File: config.mk
export PLATFORM = sky130hd
export DESIGN_NAME = nis_unit
export DESIGN_NICKNAME = d
export VERILOG_FILES = /design/src/nis_pkg.sv /design/src/nis_edge.sv /design/src/nis_sync.sv /design/src/nis_unit.sv
export SDC_FILE = /design/constraint.sdc
export NUM_CORES = 1
export LEC_CHECK = 0
export BUFFER_PORTS_ARGS = -buffer_cell sky130_fd_sc_hd__clkbuf_2
export CAP_MARGIN = 20
export CORE_MARGIN = 2
export CORE_UTILIZATION = 35
export DETAILED_ROUTE_END_ITERATION = 6
export GPL_TIMING_DRIVEN = 1
export HOLD_SLACK_MARGIN = 0.15
export PLACE_DENSITY = 0.56
export REMOVE_ABC_BUFFERS = 1
export SLEW_MARGIN = 10
export SYNTH_ARGS = -nofsm -noshare
export SYNTH_HDL_FRONTEND = slang
export SYNTH_SLANG_ARGS = --single-unit
File: constraint.sdc
create_clock -name clk -period 3.8 [get_ports clk]
set_clock_uncertainty 0.05 [all_clocks]
set_input_delay 0.19 -clock clk [delete_from_list [all_inputs] [get_ports clk]]
set_output_delay 0.19 -clock clk [all_outputs]
set_load 0.01 [all_outputs]
File: src/nis_pkg.sv
// Shared constants for the interrupt status unit
package nis_pkg;
  // Status and mask offsets are word indices; bus address is four times
  localparam logic [7:0] status_offset = 8'h3e;
  localparam logic [7:0] mask_offset = 8'h3c;
  localparam logic [7:0] timer_offset = 8'h48;
  localparam logic [7:0] compare_offset = 8'h4c;
  localparam logic [7:0] control_offset = 8'h50;
  localparam logic [7:0] state_offset = 8'h54;
  localparam logic [15:0] status_reset = 16'h0000;
  localparam logic [15:0] mask_reset = 16'h0000;
  localparam logic [15:0] event_bits = 16'he07f;
  localparam logic [31:0] timer_reset = 32'h00000000;
  localparam logic [31:0] compare_reset = 32'h00000000;
  localparam logic [15:0] threshold_reset = 16'h0000;
  localparam int bit_system_error_event = 15;
  localparam int bit_timeout = 14;
  localparam int bit_cable_length_change_event = 13;
  localparam int bit_rx_status_fifo_overflow_event = 6;
  localparam int bit_pun = 5;
  localparam int bit_rx_ring_overflow_event = 4;
  localparam int bit_ter = 3;
  localparam int bit_tok = 2;
  localparam int bit_rer = 1;
  localparam int bit_rok = 0;
  localparam int ctl_early = 0;
  localparam int ctl_rx_enable = 1;
  localparam logic [4:0] runt_limit = 5'h10;
  localparam logic [1:0] resp_okay = 2'h0;
  localparam logic [1:0] resp_slverr = 2'h2;
endpackage

File: src/nis_edge.sv
// Rising-edge detector on already synchronised levels
`timescale 1ns/100ps
module nis_edge #(
  parameter int width = 1
) (
  input wire logic clk,
  input wire logic reset,
  input wire logic clk_en,
  input wire logic [width-1:0] level,
  output logic [width-1:0] rise
);
  logic [width-1:0] last_reg;
  always_ff @(posedge clk)
  begin
    if (reset)
      last_reg <= '0;
    else if (clk_en)
      last_reg <= level;
  end
  assign rise = level & ~last_reg;
endmodule

File: src/nis_sync.sv
// Two-stage synchroniser for a group of level inputs
`timescale 1ns/100ps
module nis_sync #(
  parameter int width = 1
) (
  input wire logic clk,
  input wire logic reset,
  input wire logic clk_en,
  input wire logic [width-1:0] async_in,
  output logic [width-1:0] sync_out
);
  logic [width-1:0] stage_reg;
  always_ff @(posedge clk)
  begin
    if (reset)
    begin
      stage_reg <= '0;
      sync_out <= '0;
    end
    else if (clk_en)
    begin
      stage_reg <= async_in;
      sync_out <= stage_reg;
    end
  end
endmodule

File: src/nis_unit.sv
// Interrupt status unit with AXI4-Lite register access
// How it works
// - A 16-bit status register names the events behind the interrupt pin.
// - A status bit drives the interrupt only when its mask bit is set.
// - Status bits latch every event regardless of the mask.
// - Reading the status register clears all pending bits.
// - Writes to the status register change nothing.
// - Bit 15 latches a bus system error.
// - Bit 14 latches when the free-running timer equals the compare value.
// - Bit 13 latches a cable length change while the receiver is enabled.
// - Bit 6 latches a receive status FIFO overflow.
// - Bit 5 latches read pointer write on empty buffer or link change.
// - Bit 4 latches receive ring exhaustion.
// - Bit 3 latches a transmit abort after retries run out.
// - Bit 2 latches a successful transmission.
// - Bit 1 latches a CRC or alignment fault on a received packet.
// - Collided frames under 16 bytes do not count as CRC faults.
// - Normal mode: bit 0 latches on good packet completion.
// - Early mode: bit 0 latches when byte count passes the threshold.
// - Bits 12 to 7 stay zero.
// - Reset clears every mask bit.
// - Mask bit one enables, zero disables, the same status bit.
`timescale 1ns/100ps
module nis_unit (
  input wire logic clk,
  input wire logic reset,
  input wire logic clk_en,
  input wire logic system_error_event,
  input wire logic cable_length_change_event,
  input wire logic rx_status_fifo_overflow_event,
  input wire logic rx_read_pointer_write,
  input wire logic rx_buffer_empty,
  input wire logic link_status,
  input wire logic rx_ring_overflow_event,
  input wire logic tx_abort_event,
  input wire logic tx_done_event,
  input wire logic rx_packet_end,
  input wire logic rx_packet_good,
  input wire logic rx_crc_fault,
  input wire logic frame_alignment_fault,
  input wire logic rx_collided,
  input wire logic [10:0] rx_frame_length,
  input wire logic [15:0] rx_byte_count,
  input wire logic [7:0] s_axi_awaddr,
  input wire logic s_axi_awvalid,
  output logic s_axi_awready,
  input wire logic [31:0] s_axi_wdata,
  input wire logic [3:0] s_axi_wstrb,
  input wire logic s_axi_wvalid,
  output logic s_axi_wready,
  output logic [1:0] s_axi_bresp,
  output logic s_axi_bvalid,
  input wire logic s_axi_bready,
  input wire logic [7:0] s_axi_araddr,
  input wire logic s_axi_arvalid,
  output logic s_axi_arready,
  output logic [31:0] s_axi_rdata,
  output logic [1:0] s_axi_rresp,
  output logic s_axi_rvalid,
  input wire logic s_axi_rready,
  output logic interrupt_out
);
  // Pin-level event inputs from other clocks
  logic [3:0] pin_raw;
  logic [3:0] pin_sync;
  logic [3:0] pin_rise;
  logic link_sync;
  logic link_last_reg;
  logic [15:0] interrupt_event_status_reg;
  logic [15:0] interrupt_event_status_next;
  logic [15:0] interrupt_enable_mask_reg;
  logic [31:0] free_running_timer_count_reg;
  logic [31:0] timer_compare_value_reg;
  logic [15:0] early_threshold_reg;
  logic [1:0] control_reg;
  logic [15:0] event_now;
  logic [15:0] write_mask;
  logic crc_counts;
  logic early_crossed_reg;
  logic aw_held_reg;
  logic w_held_reg;
  logic [7:0] aw_addr_reg;
  logic [31:0] w_data_reg;
  logic [3:0] w_strb_reg;
  logic do_write;
  logic do_read;
  logic [31:0] read_word;
  logic read_ok;

  assign pin_raw = {system_error_event, cable_length_change_event,
                    rx_status_fifo_overflow_event, link_status};

  nis_sync #(.width(4)) pin_sync_u (
    .clk(clk),
    .reset(reset),
    .clk_en(clk_en),
    .async_in(pin_raw),
    .sync_out(pin_sync)
  );

  nis_edge #(.width(4)) pin_edge_u (
    .clk(clk),
    .reset(reset),
    .clk_en(clk_en),
    .level(pin_sync),
    .rise(pin_rise)
  );

  assign link_sync = pin_sync[0];
  always_ff @(posedge clk)
  begin
    if (reset)
      link_last_reg <= 1'b0;
    else if (clk_en)
      link_last_reg <= link_sync;
  end

  // Free-running timer wraps silently
  always_ff @(posedge clk)
  begin
    if (reset)
      free_running_timer_count_reg <= nis_pkg::timer_reset;
    else if (clk_en)
      free_running_timer_count_reg <= free_running_timer_count_reg + 32'h1;
  end

  assign crc_counts = rx_crc_fault &&
    !(rx_collided && rx_frame_length < {6'h00, nis_pkg::runt_limit});

  // Early threshold fires once per packet, rearmed at its end
  always_ff @(posedge clk)
  begin
    if (reset)
      early_crossed_reg <= 1'b0;
    else if (clk_en)
    begin
      if (rx_packet_end)
        early_crossed_reg <= 1'b0;
      else if (rx_byte_count > early_threshold_reg)
        early_crossed_reg <= 1'b1;
    end
  end

  always_comb
  begin
    event_now = 16'h0000;
    event_now[nis_pkg::bit_system_error_event] = pin_rise[3];
    event_now[nis_pkg::bit_timeout] =
      free_running_timer_count_reg == timer_compare_value_reg;
    event_now[nis_pkg::bit_cable_length_change_event] =
      pin_rise[2] && control_reg[nis_pkg::ctl_rx_enable];
    event_now[nis_pkg::bit_rx_status_fifo_overflow_event] = pin_rise[1];
    event_now[nis_pkg::bit_pun] = (rx_read_pointer_write && rx_buffer_empty)
      || (link_sync != link_last_reg);
    event_now[nis_pkg::bit_rx_ring_overflow_event] = rx_ring_overflow_event;
    event_now[nis_pkg::bit_ter] = tx_abort_event;
    event_now[nis_pkg::bit_tok] = tx_done_event;
    event_now[nis_pkg::bit_rer] = rx_packet_end &&
      (crc_counts || frame_alignment_fault);
    if (control_reg[nis_pkg::ctl_early])
      event_now[nis_pkg::bit_rok] = !early_crossed_reg && !rx_packet_end &&
        rx_byte_count > early_threshold_reg;
    else
      event_now[nis_pkg::bit_rok] = rx_packet_end && rx_packet_good;
  end

  // AXI write channels taken in either order
  assign do_write = aw_held_reg && w_held_reg && !s_axi_bvalid;
  always_ff @(posedge clk)
  begin
    if (reset)
    begin
      aw_held_reg <= 1'b0;
      aw_addr_reg <= 8'h00;
      s_axi_awready <= 1'b0;
    end
    else if (clk_en)
    begin
      s_axi_awready <= !aw_held_reg && !s_axi_awready && s_axi_awvalid;
      if (s_axi_awvalid && s_axi_awready)
      begin
        aw_held_reg <= 1'b1;
        aw_addr_reg <= s_axi_awaddr;
      end
      else if (do_write)
        aw_held_reg <= 1'b0;
    end
  end

  always_ff @(posedge clk)
  begin
    if (reset)
    begin
      w_held_reg <= 1'b0;
      w_data_reg <= 32'h00000000;
      w_strb_reg <= 4'h0;
      s_axi_wready <= 1'b0;
    end
    else if (clk_en)
    begin
      s_axi_wready <= !w_held_reg && !s_axi_wready && s_axi_wvalid;
      if (s_axi_wvalid && s_axi_wready)
      begin
        w_held_reg <= 1'b1;
        w_data_reg <= s_axi_wdata;
        w_strb_reg <= s_axi_wstrb;
      end
      else if (do_write)
        w_held_reg <= 1'b0;
    end
  end

  always_ff @(posedge clk)
  begin
    if (reset)
    begin
      s_axi_bvalid <= 1'b0;
      s_axi_bresp <= nis_pkg::resp_okay;
    end
    else if (clk_en)
    begin
      if (do_write)
      begin
        s_axi_bvalid <= 1'b1;
        unique case (aw_addr_reg[7:2])
          nis_pkg::status_offset[5:0], nis_pkg::mask_offset[5:0],
          nis_pkg::timer_offset[7:2], nis_pkg::compare_offset[7:2],
          nis_pkg::control_offset[7:2], nis_pkg::state_offset[7:2]:
            s_axi_bresp <= nis_pkg::resp_okay;
          default:
            s_axi_bresp <= nis_pkg::resp_slverr;
        endcase
      end
      else if (s_axi_bready)
        s_axi_bvalid <= 1'b0;
    end
  end

  assign write_mask = {{8{w_strb_reg[1]}}, {8{w_strb_reg[0]}}};

  always_ff @(posedge clk)
  begin
    if (reset)
      interrupt_enable_mask_reg <= nis_pkg::mask_reset;
    else if (clk_en && do_write &&
             aw_addr_reg[7:2] == nis_pkg::mask_offset[5:0])
      interrupt_enable_mask_reg <= (interrupt_enable_mask_reg & ~write_mask)
        | (w_data_reg[15:0] & write_mask & nis_pkg::event_bits);
  end

  // Config words; one register per lane is plenty here
  always_ff @(posedge clk)
  begin
    if (reset)
    begin
      timer_compare_value_reg <= nis_pkg::compare_reset;
      early_threshold_reg <= nis_pkg::threshold_reset;
      control_reg <= 2'h0;
    end
    else if (clk_en && do_write)
    begin
      if (aw_addr_reg[7:2] == nis_pkg::compare_offset[7:2])
        timer_compare_value_reg <= w_data_reg;
      if (aw_addr_reg[7:2] == nis_pkg::control_offset[7:2])
      begin
        control_reg <= w_data_reg[1:0];
        early_threshold_reg <= w_data_reg[31:16];
      end
    end
  end

  // Read channel, one outstanding read
  assign do_read = s_axi_arvalid && s_axi_arready;
  always_comb
  begin
    read_word = 32'h00000000;
    read_ok = 1'b1;
    unique case (s_axi_araddr[7:2])
      nis_pkg::status_offset[5:0]:
        read_word = {16'h0000, interrupt_event_status_reg};
      nis_pkg::mask_offset[5:0]:
        read_word = {16'h0000, interrupt_enable_mask_reg};
      nis_pkg::timer_offset[7:2]:
        read_word = free_running_timer_count_reg;
      nis_pkg::compare_offset[7:2]:
        read_word = timer_compare_value_reg;
      nis_pkg::control_offset[7:2]:
        read_word = {early_threshold_reg, 14'h0000, control_reg};
      nis_pkg::state_offset[7:2]:
        read_word = {27'h0000000, early_crossed_reg, pin_sync};
      default:
        read_ok = 1'b0;
    endcase
  end

  always_ff @(posedge clk)
  begin
    if (reset)
    begin
      s_axi_arready <= 1'b0;
      s_axi_rvalid <= 1'b0;
      s_axi_rdata <= 32'h00000000;
      s_axi_rresp <= nis_pkg::resp_okay;
    end
    else if (clk_en)
    begin
      s_axi_arready <= !s_axi_arready && !s_axi_rvalid && s_axi_arvalid;
      if (do_read)
      begin
        s_axi_rvalid <= 1'b1;
        s_axi_rdata <= read_word;
        s_axi_rresp <= read_ok ? nis_pkg::resp_okay : nis_pkg::resp_slverr;
      end
      else if (s_axi_rready)
        s_axi_rvalid <= 1'b0;
    end
  end

  always_comb
  begin
    interrupt_event_status_next = interrupt_event_status_reg;
    if (do_read && s_axi_araddr[7:2] == nis_pkg::status_offset[5:0])
      interrupt_event_status_next = 16'h0000;
    interrupt_event_status_next = (interrupt_event_status_next | event_now)
      & nis_pkg::event_bits;
  end

  always_ff @(posedge clk)
  begin
    if (reset)
      interrupt_event_status_reg <= nis_pkg::status_reset;
    else if (clk_en)
      interrupt_event_status_reg <= interrupt_event_status_next;
  end

  always_ff @(posedge clk)
  begin
    if (reset)
      interrupt_out <= 1'b0;
    else if (clk_en)
      interrupt_out <= |(interrupt_event_status_next &
                         interrupt_enable_mask_reg);
  end
endmodule

==> results.toml, run 1 <==
[synth]
synth_most_common_cell = "dfxtp_1"
yosys-top-cells-count = "203 x dfxtp_1, 175 x nand2_1, 117 x nor2_1"
synth_edf_count = 0
ys_types = 63
avgSynthCellArea_um2 = 8.61
yosysSeqAreaShare = 0.444
syn-cell-area_um2 = 9160
ys_seq_elements = 203
async_reset_ff_frac = 0
synth_warnings = 0
ys.flop_type = "dfxtp_1"
synth_top_area_share = 0.444
synth_largest_area_cell = "dfxtp_1"
syn-instance-count = 1064
synthTopCellsByArea = "dfxtp_1 44%, nand2_1 7.2%, a21oi_1 5.5%"

[power_and_ir_drop]
fin_total_pwr_mw = 4.94
p_per_area_nw_per_um2 = 429
max-vdd-ir-drop_mv = 0.259
power.leakage_nw = 4.64

[detailed_routing]
firstDrtPassIters = 6
drt_wl_total_um = 26700
route.detailed.wl_per_inst_um = 16.9
drtIter0Drc = 545
antenna_left = 0
dr_total_vias = 8113
drc = 0
vias_per_cell = 5.14

[critical_path]
setup.worst_path.end_class = "flop"
path_cells = "inv_1, ha_1, nand4_1, nor3_1, a21boi_0, or4_1, a21oi_1, o32ai_1"
arrival_ps = 2630
path_delay_family = "simple AND/OR/NAND/NOR gates"
r2r-end = "interrupt_out"
rr_worst_depth = 8
cp_num_cells = 8
reg2reg_slack_ps = 1480
max_stage_delay_ps = 620
critical_path_required_ps = 4110
criticalPathCategory = "reg -> reg"
crit_fanout = 3
r2r_start = "early_threshold_reg[15]"
cp_slowest_cell = "or4_1"
crit_path_start_kind = "flop"
worst-path-buf-inv = 1

[floorplanning]
die_w_um = 166
io_pins = 143
die_h_um = 166
row_count = 59
initial_core_util = 0.354
die-area_um2 = 27500
core_um2 = 25800

[finish]
multiInputGateArea_um2 = 4670
final_area_um2 = 11500
fillers = 2611
antenna_cells = 0
final_util = 0.446
area.growth.synth_to_final_pct = 25.7
nets = 1342
layout-drive-gt1-share = 0.176
regArea_um2 = 4060

[sta]
setup_tns_ps = 0
finalHoldViolations = 0
timing.fmax_ghz = 0.431
rsz0062_at_grt = "false"
setup-violations-final = 0
post-route-min-period_ps = 2320
max_slew.worst_pin.slew_ps = 962
post-route-period-util = 0.611
slew_violations = 0
max_slew_margin = 0.357

[flow_run]
maxCapViolations = 0

[hold_path]
hold_path_startpoint = "reset"
min_to = "early_threshold_reg[5]"
min_delay_path_depth = 2
hold_class = "in -> reg"

[clock_network]
root_buffer = "clkbuf_16"
postCtsResizedCells = 0
clk_latency_ps = 510
cts_sinks = 203
path_clk_slew_ps = 60
cts_tree = "yes"
cts_buffer_depth = 3
h-tree-depth = 1
cts_buffers = 24

[global_routing]
grt_pass1_vias = 7778
grtUsageTotal = 0.191
grt_max_degree = 109
grt_overflow = 0
antenna_found_initial = 0
grt_first_pass_wirelength_um = 42900

[placement]
gp_congestion = 0.821
port_buffers = 130
dp.final_hpwl_um = 17900
placed_area_um2 = 10100

[outcome]
status = "finished, final reports clean"
area by class of cell:
| type | instances | area share |
|---|---|---|
| flip-flops and latches | 203 | 0.353 |
| well taps | 335 | 0.0364 |
| repair buffers | 207 | 0.121 |
| multi-input cells | 761 | 0.406 |
| clock buffers | 36 | 0.0623 |
| clock inverters | 8 | 0.0127 |
| inverters | 27 | 0.00880 |
per-stage QoR:
| stage | instances | setup slack (ps) | hold slack, ps |
|---|---|---|---|
| floorplan | 991 | 343 | 209 |
| global placement | 1475 | 1330 | 366 |
| detailed placement | 1475 | 1280 | 369 |
| CTS | 1577 | 1440 | 156 |
| global route | 1577 | 1250 | 171 |
| finish | 1577 | 1480 | 137 |
power breakdown:
group | switching (mW) | internal, mW
logic | 0.147 | 0.132
clock network | 0.912 | 1.57
registers | 0.0242 | 2.15
total | 1.08 | 3.86
cell usage in the layout, fill, tap and decap left out, drive strengths merged, types with 8 or more instances in the layout:
cell / n
nand4: 12
a22o: 10
o21ai: 11
ha: 17
nor3: 13
a21oi: 101
a22oi: 51
dfxtp: 203
or3: 8
clkbuf: 165
nor2: 117
o2bb2ai: 16
mux2i: 40
inv: 27
nor4: 17
nand3: 23
mux2: 14
nand2: 175
buf: 20
xor2: 39
xnor2: 18
dlygate4sd3: 58
worst reg2reg max path, cell delays in order, from the launching register on:
cell	delay, ps
dfxtp_1	360
inv_1	50
ha_1	310
nand4_1	220
nor3_1	120
a21boi_0	130
or4_1	620
a21oi_1	220
o32ai_1	100
worst max-delay path by stage:
stage                                          from                               end  slack, ps
floorplan                              s_axi_bvalid        timer_compare_value_reg[0]        340
global placement                             clk_en                   s_axi_rdata[17]       1330
detailed placement                           clk_en                   s_axi_rdata[19]       1280
CTS                         early_threshold_reg[15]                     interrupt_out       1440
global route        free_running_timer_count_reg[1]  free_running_timer_count_reg[26]       1250
finish                      early_threshold_reg[15]                     interrupt_out       1480
what timing repair did:
| item | in CTS | in global routing |
|---|---|---|
| hold buffers | 58 | 0 |
| setup endpoints to repair | 0 | 0 |
| setup buffers | 0 | 0 |
| hold endpoints to repair | 57 | 0 |
layer usage:
layer	global-route usage	share of wire	vias up
met4	0.0371	0.013	0
met3	0.0291	0.055	21
met2	0.307	0.46	215
li1	-	-	4040
met1	0.272	0.47	3837
met5	0	0	-
cells by family after synthesis:
| group | after synthesis | synth area share |
|---|---|---|
| and+or+nand+nor | 406 | 0.208 |
| AOI/OAI and AO/OA | 225 | 0.161 |
| DFF | 203 | 0.444 |
| buffers and inverters | 101 | 0.0480 |
| xor gates and xnor gates | 57 | 0.0545 |
| muxes | 54 | 0.0609 |
| adders and majority gates | 17 | 0.0232 |
| other | 1 | 0.000409 |
No activity file was read; power rests on OpenSTA's default activity.
==> run 2: changes to the inputs <==
Settings changed: PLACE_DENSITY 0.56 to 0.58.
Clock period 3.8 ns to 2.04 ns, I/O delays scaled along.
==> run 2 against run 1 <==
First-iteration DRC count increased by 31%; sequential cell count unchanged; final area increased by 7.7%; sequential share of layout area decreased by 2.4 points; global-route usage increased by 0.73 points; clock power increased by 79%; non-clock buffer count increased by 96; register-to-register slack got worse by 1400 ps; clock-buffer cell count decreased by 6.
==> results.toml, run 2 (synthesized netlist as in run 1, its figures left out) <==
[power_and_ir_drop]
combPwrFrac = 0.065
pwr-share-seq = 0.445
max-vdd-ir-drop_mv = 0.607
power.leakage_nw = 5.18
netSwitchingPower_mw = 2.06
p_int_mw = 7.04
p_sw_frac = 0.226
p_per_area_nw_per_um2 = 734
pwr-share-clk = 0.490
fin_total_pwr_mw = 9.10

[finish]
fillers = 2506
final_area_um2 = 12400
area.growth.synth_to_final_pct = 35.4
final_common_cell = "dfxtp_1"
final_cell_mix = "192 x dfxtp_1, 174 x nand2_1, 129 x clkbuf_2, 115 x nor2_1, 99 x buf_4"
antenna_cells = 0
layout-drive-gt1-share = 0.249
nets = 1439

[detailed_routing]
firstDrtPassIters = 5
vias_per_cell = 5.11
drc = 0
drt_wl_total_um = 28300
dr_total_vias = 8555
antenna_left = 0
drtIter0Drc = 714
route.detailed.wl_per_inst_um = 16.9

[critical_path]
crit_fanout = 6
critical_path_required_ps = 2430
crit_path_start_kind = "flop"
reg2reg_slack_ps = 40
setup.worst_path.end_class = "flop"
criticalPathCategory = "reg -> reg"
arrival_ps = 2390

[global_routing]
antenna_found_initial = 0
grt_overflow = 0
grtUsageTotal = 0.198
grt_first_pass_wirelength_um = 44100
grt_max_degree = 81
grt_pass1_vias = 8142

[sta]
fin_hold_ws_ps = 220
post-route-period-util = 0.980
finalHoldViolations = 0
rsz0062_at_grt = "true"
max_slew.worst_pin.slew_ps = 837
max_slew_margin = 0.437
post-route-min-period_ps = 2000
timing.fmax_ghz = 0.500
slew_violations = 0
setup-violations-final = 0

[floorplanning]
die_w_um = 166
die-area_um2 = 27500
row_count = 59
core_um2 = 25800
die_h_um = 166
io_pins = 143
initial_core_util = 0.354

[clock_network]
cts_tree = "yes"
cts_buffers = 24
h-tree-depth = 1
path_clk_slew_ps = 60
cts_buffer_depth = 3
root_buffer = "clkbuf_16"
clk_latency_ps = 510
cts_sinks = 203

[flow_run]
maxCapViolations = 0

[hold_path]
hold_class = "in -> reg"

[placement]
gp_congestion = 0.907
placed_area_um2 = 10800
port_buffers = 130
dp.final_hpwl_um = 19800

[outcome]
status = "finished, final reports clean"
-- run 2: cell types whose count changed in the layout (fill, tap and decap cells not counted), sizes merged, moves of 2 or more --
| cell | delta |
|---|---|
| buf | +86 |
| dlygate4sd3 | +9 |
| clkbuf | -6 |
| clkinv | +4 |
| inv | +2 |
-- run 2: critical path, stage by stage, from the launching register on --
cell,delay [ps]
dfxtp_4,370
and4_4,260
nand4_4,130
or4_4,580
or3_1,400
a21oi_2,140
-- run 2: final cells by class --
type / instances / area (um2) / area share
inverter: 27 / 101 / 0.00817
sequential: 203 / 4090 / 0.329
tap: 335 / 419 / 0.0338
clock inverter: 14 / 164 / 0.0132
multi-input combinational: 762 / 4750 / 0.383
clock buffer: 30 / 674 / 0.0544
timing repair buffer: 303 / 2200 / 0.178
-- run 2: stage by stage --
step                      instances  utilization  setup WS (ps)  TNS (ps)
after CTS                      1670        0.476           3.48         0
final                          1674        0.480           41.2         0
after global routing           1674        0.480          -14.5     -28.8
after floorplan                 991            -          -1420    -73400
after global placement         1558        0.416           -190     -3240
after detailed placement       1558        0.417           -123     -3080
-- run 2: power groups by stage --
stage                     clock network [mW]  registers (mW)  logic, mW
final                                   4.46            4.05      0.587
after global routing                    4.76            4.06      0.644
after CTS                               4.57            4.06      0.582
after detailed placement                   0            4.14      0.474
after global placement                     0            4.14      0.471
after floorplan                            0            4.13      0.162
-- run 2: layer usage --
metal	vias up	part of all wire	track usage
met5	-	0	0
met4	0	0.023	0.0529
met3	51	0.053	0.0310
met2	238	0.45	0.316
met1	4010	0.47	0.279
li1	4256	-	-
-- run 2: timing repair --
item	CTS	global route
hold buffers	68	0
pin swaps	3	8
buffers inserted	0	3
setup endpoints to repair	3	17
gates resized for setup	4	25
hold endpoints to repair	100	0
cloned	0	1
-- run 2: path summary, 6_finish.rpt --
kind | cells past startpoint | from | end
worst max-delay path | 5 | free_running_timer_count_reg[13] | free_running_timer_count_reg[23]
worst min register to register | 2 | s_axi_rdata[4] | s_axi_rdata[4]
worst min-delay path | 4 | clk_en | pin_edge_u.last_reg[2]
worst max register to register | 5 | free_running_timer_count_reg[13] | free_running_timer_count_reg[23]
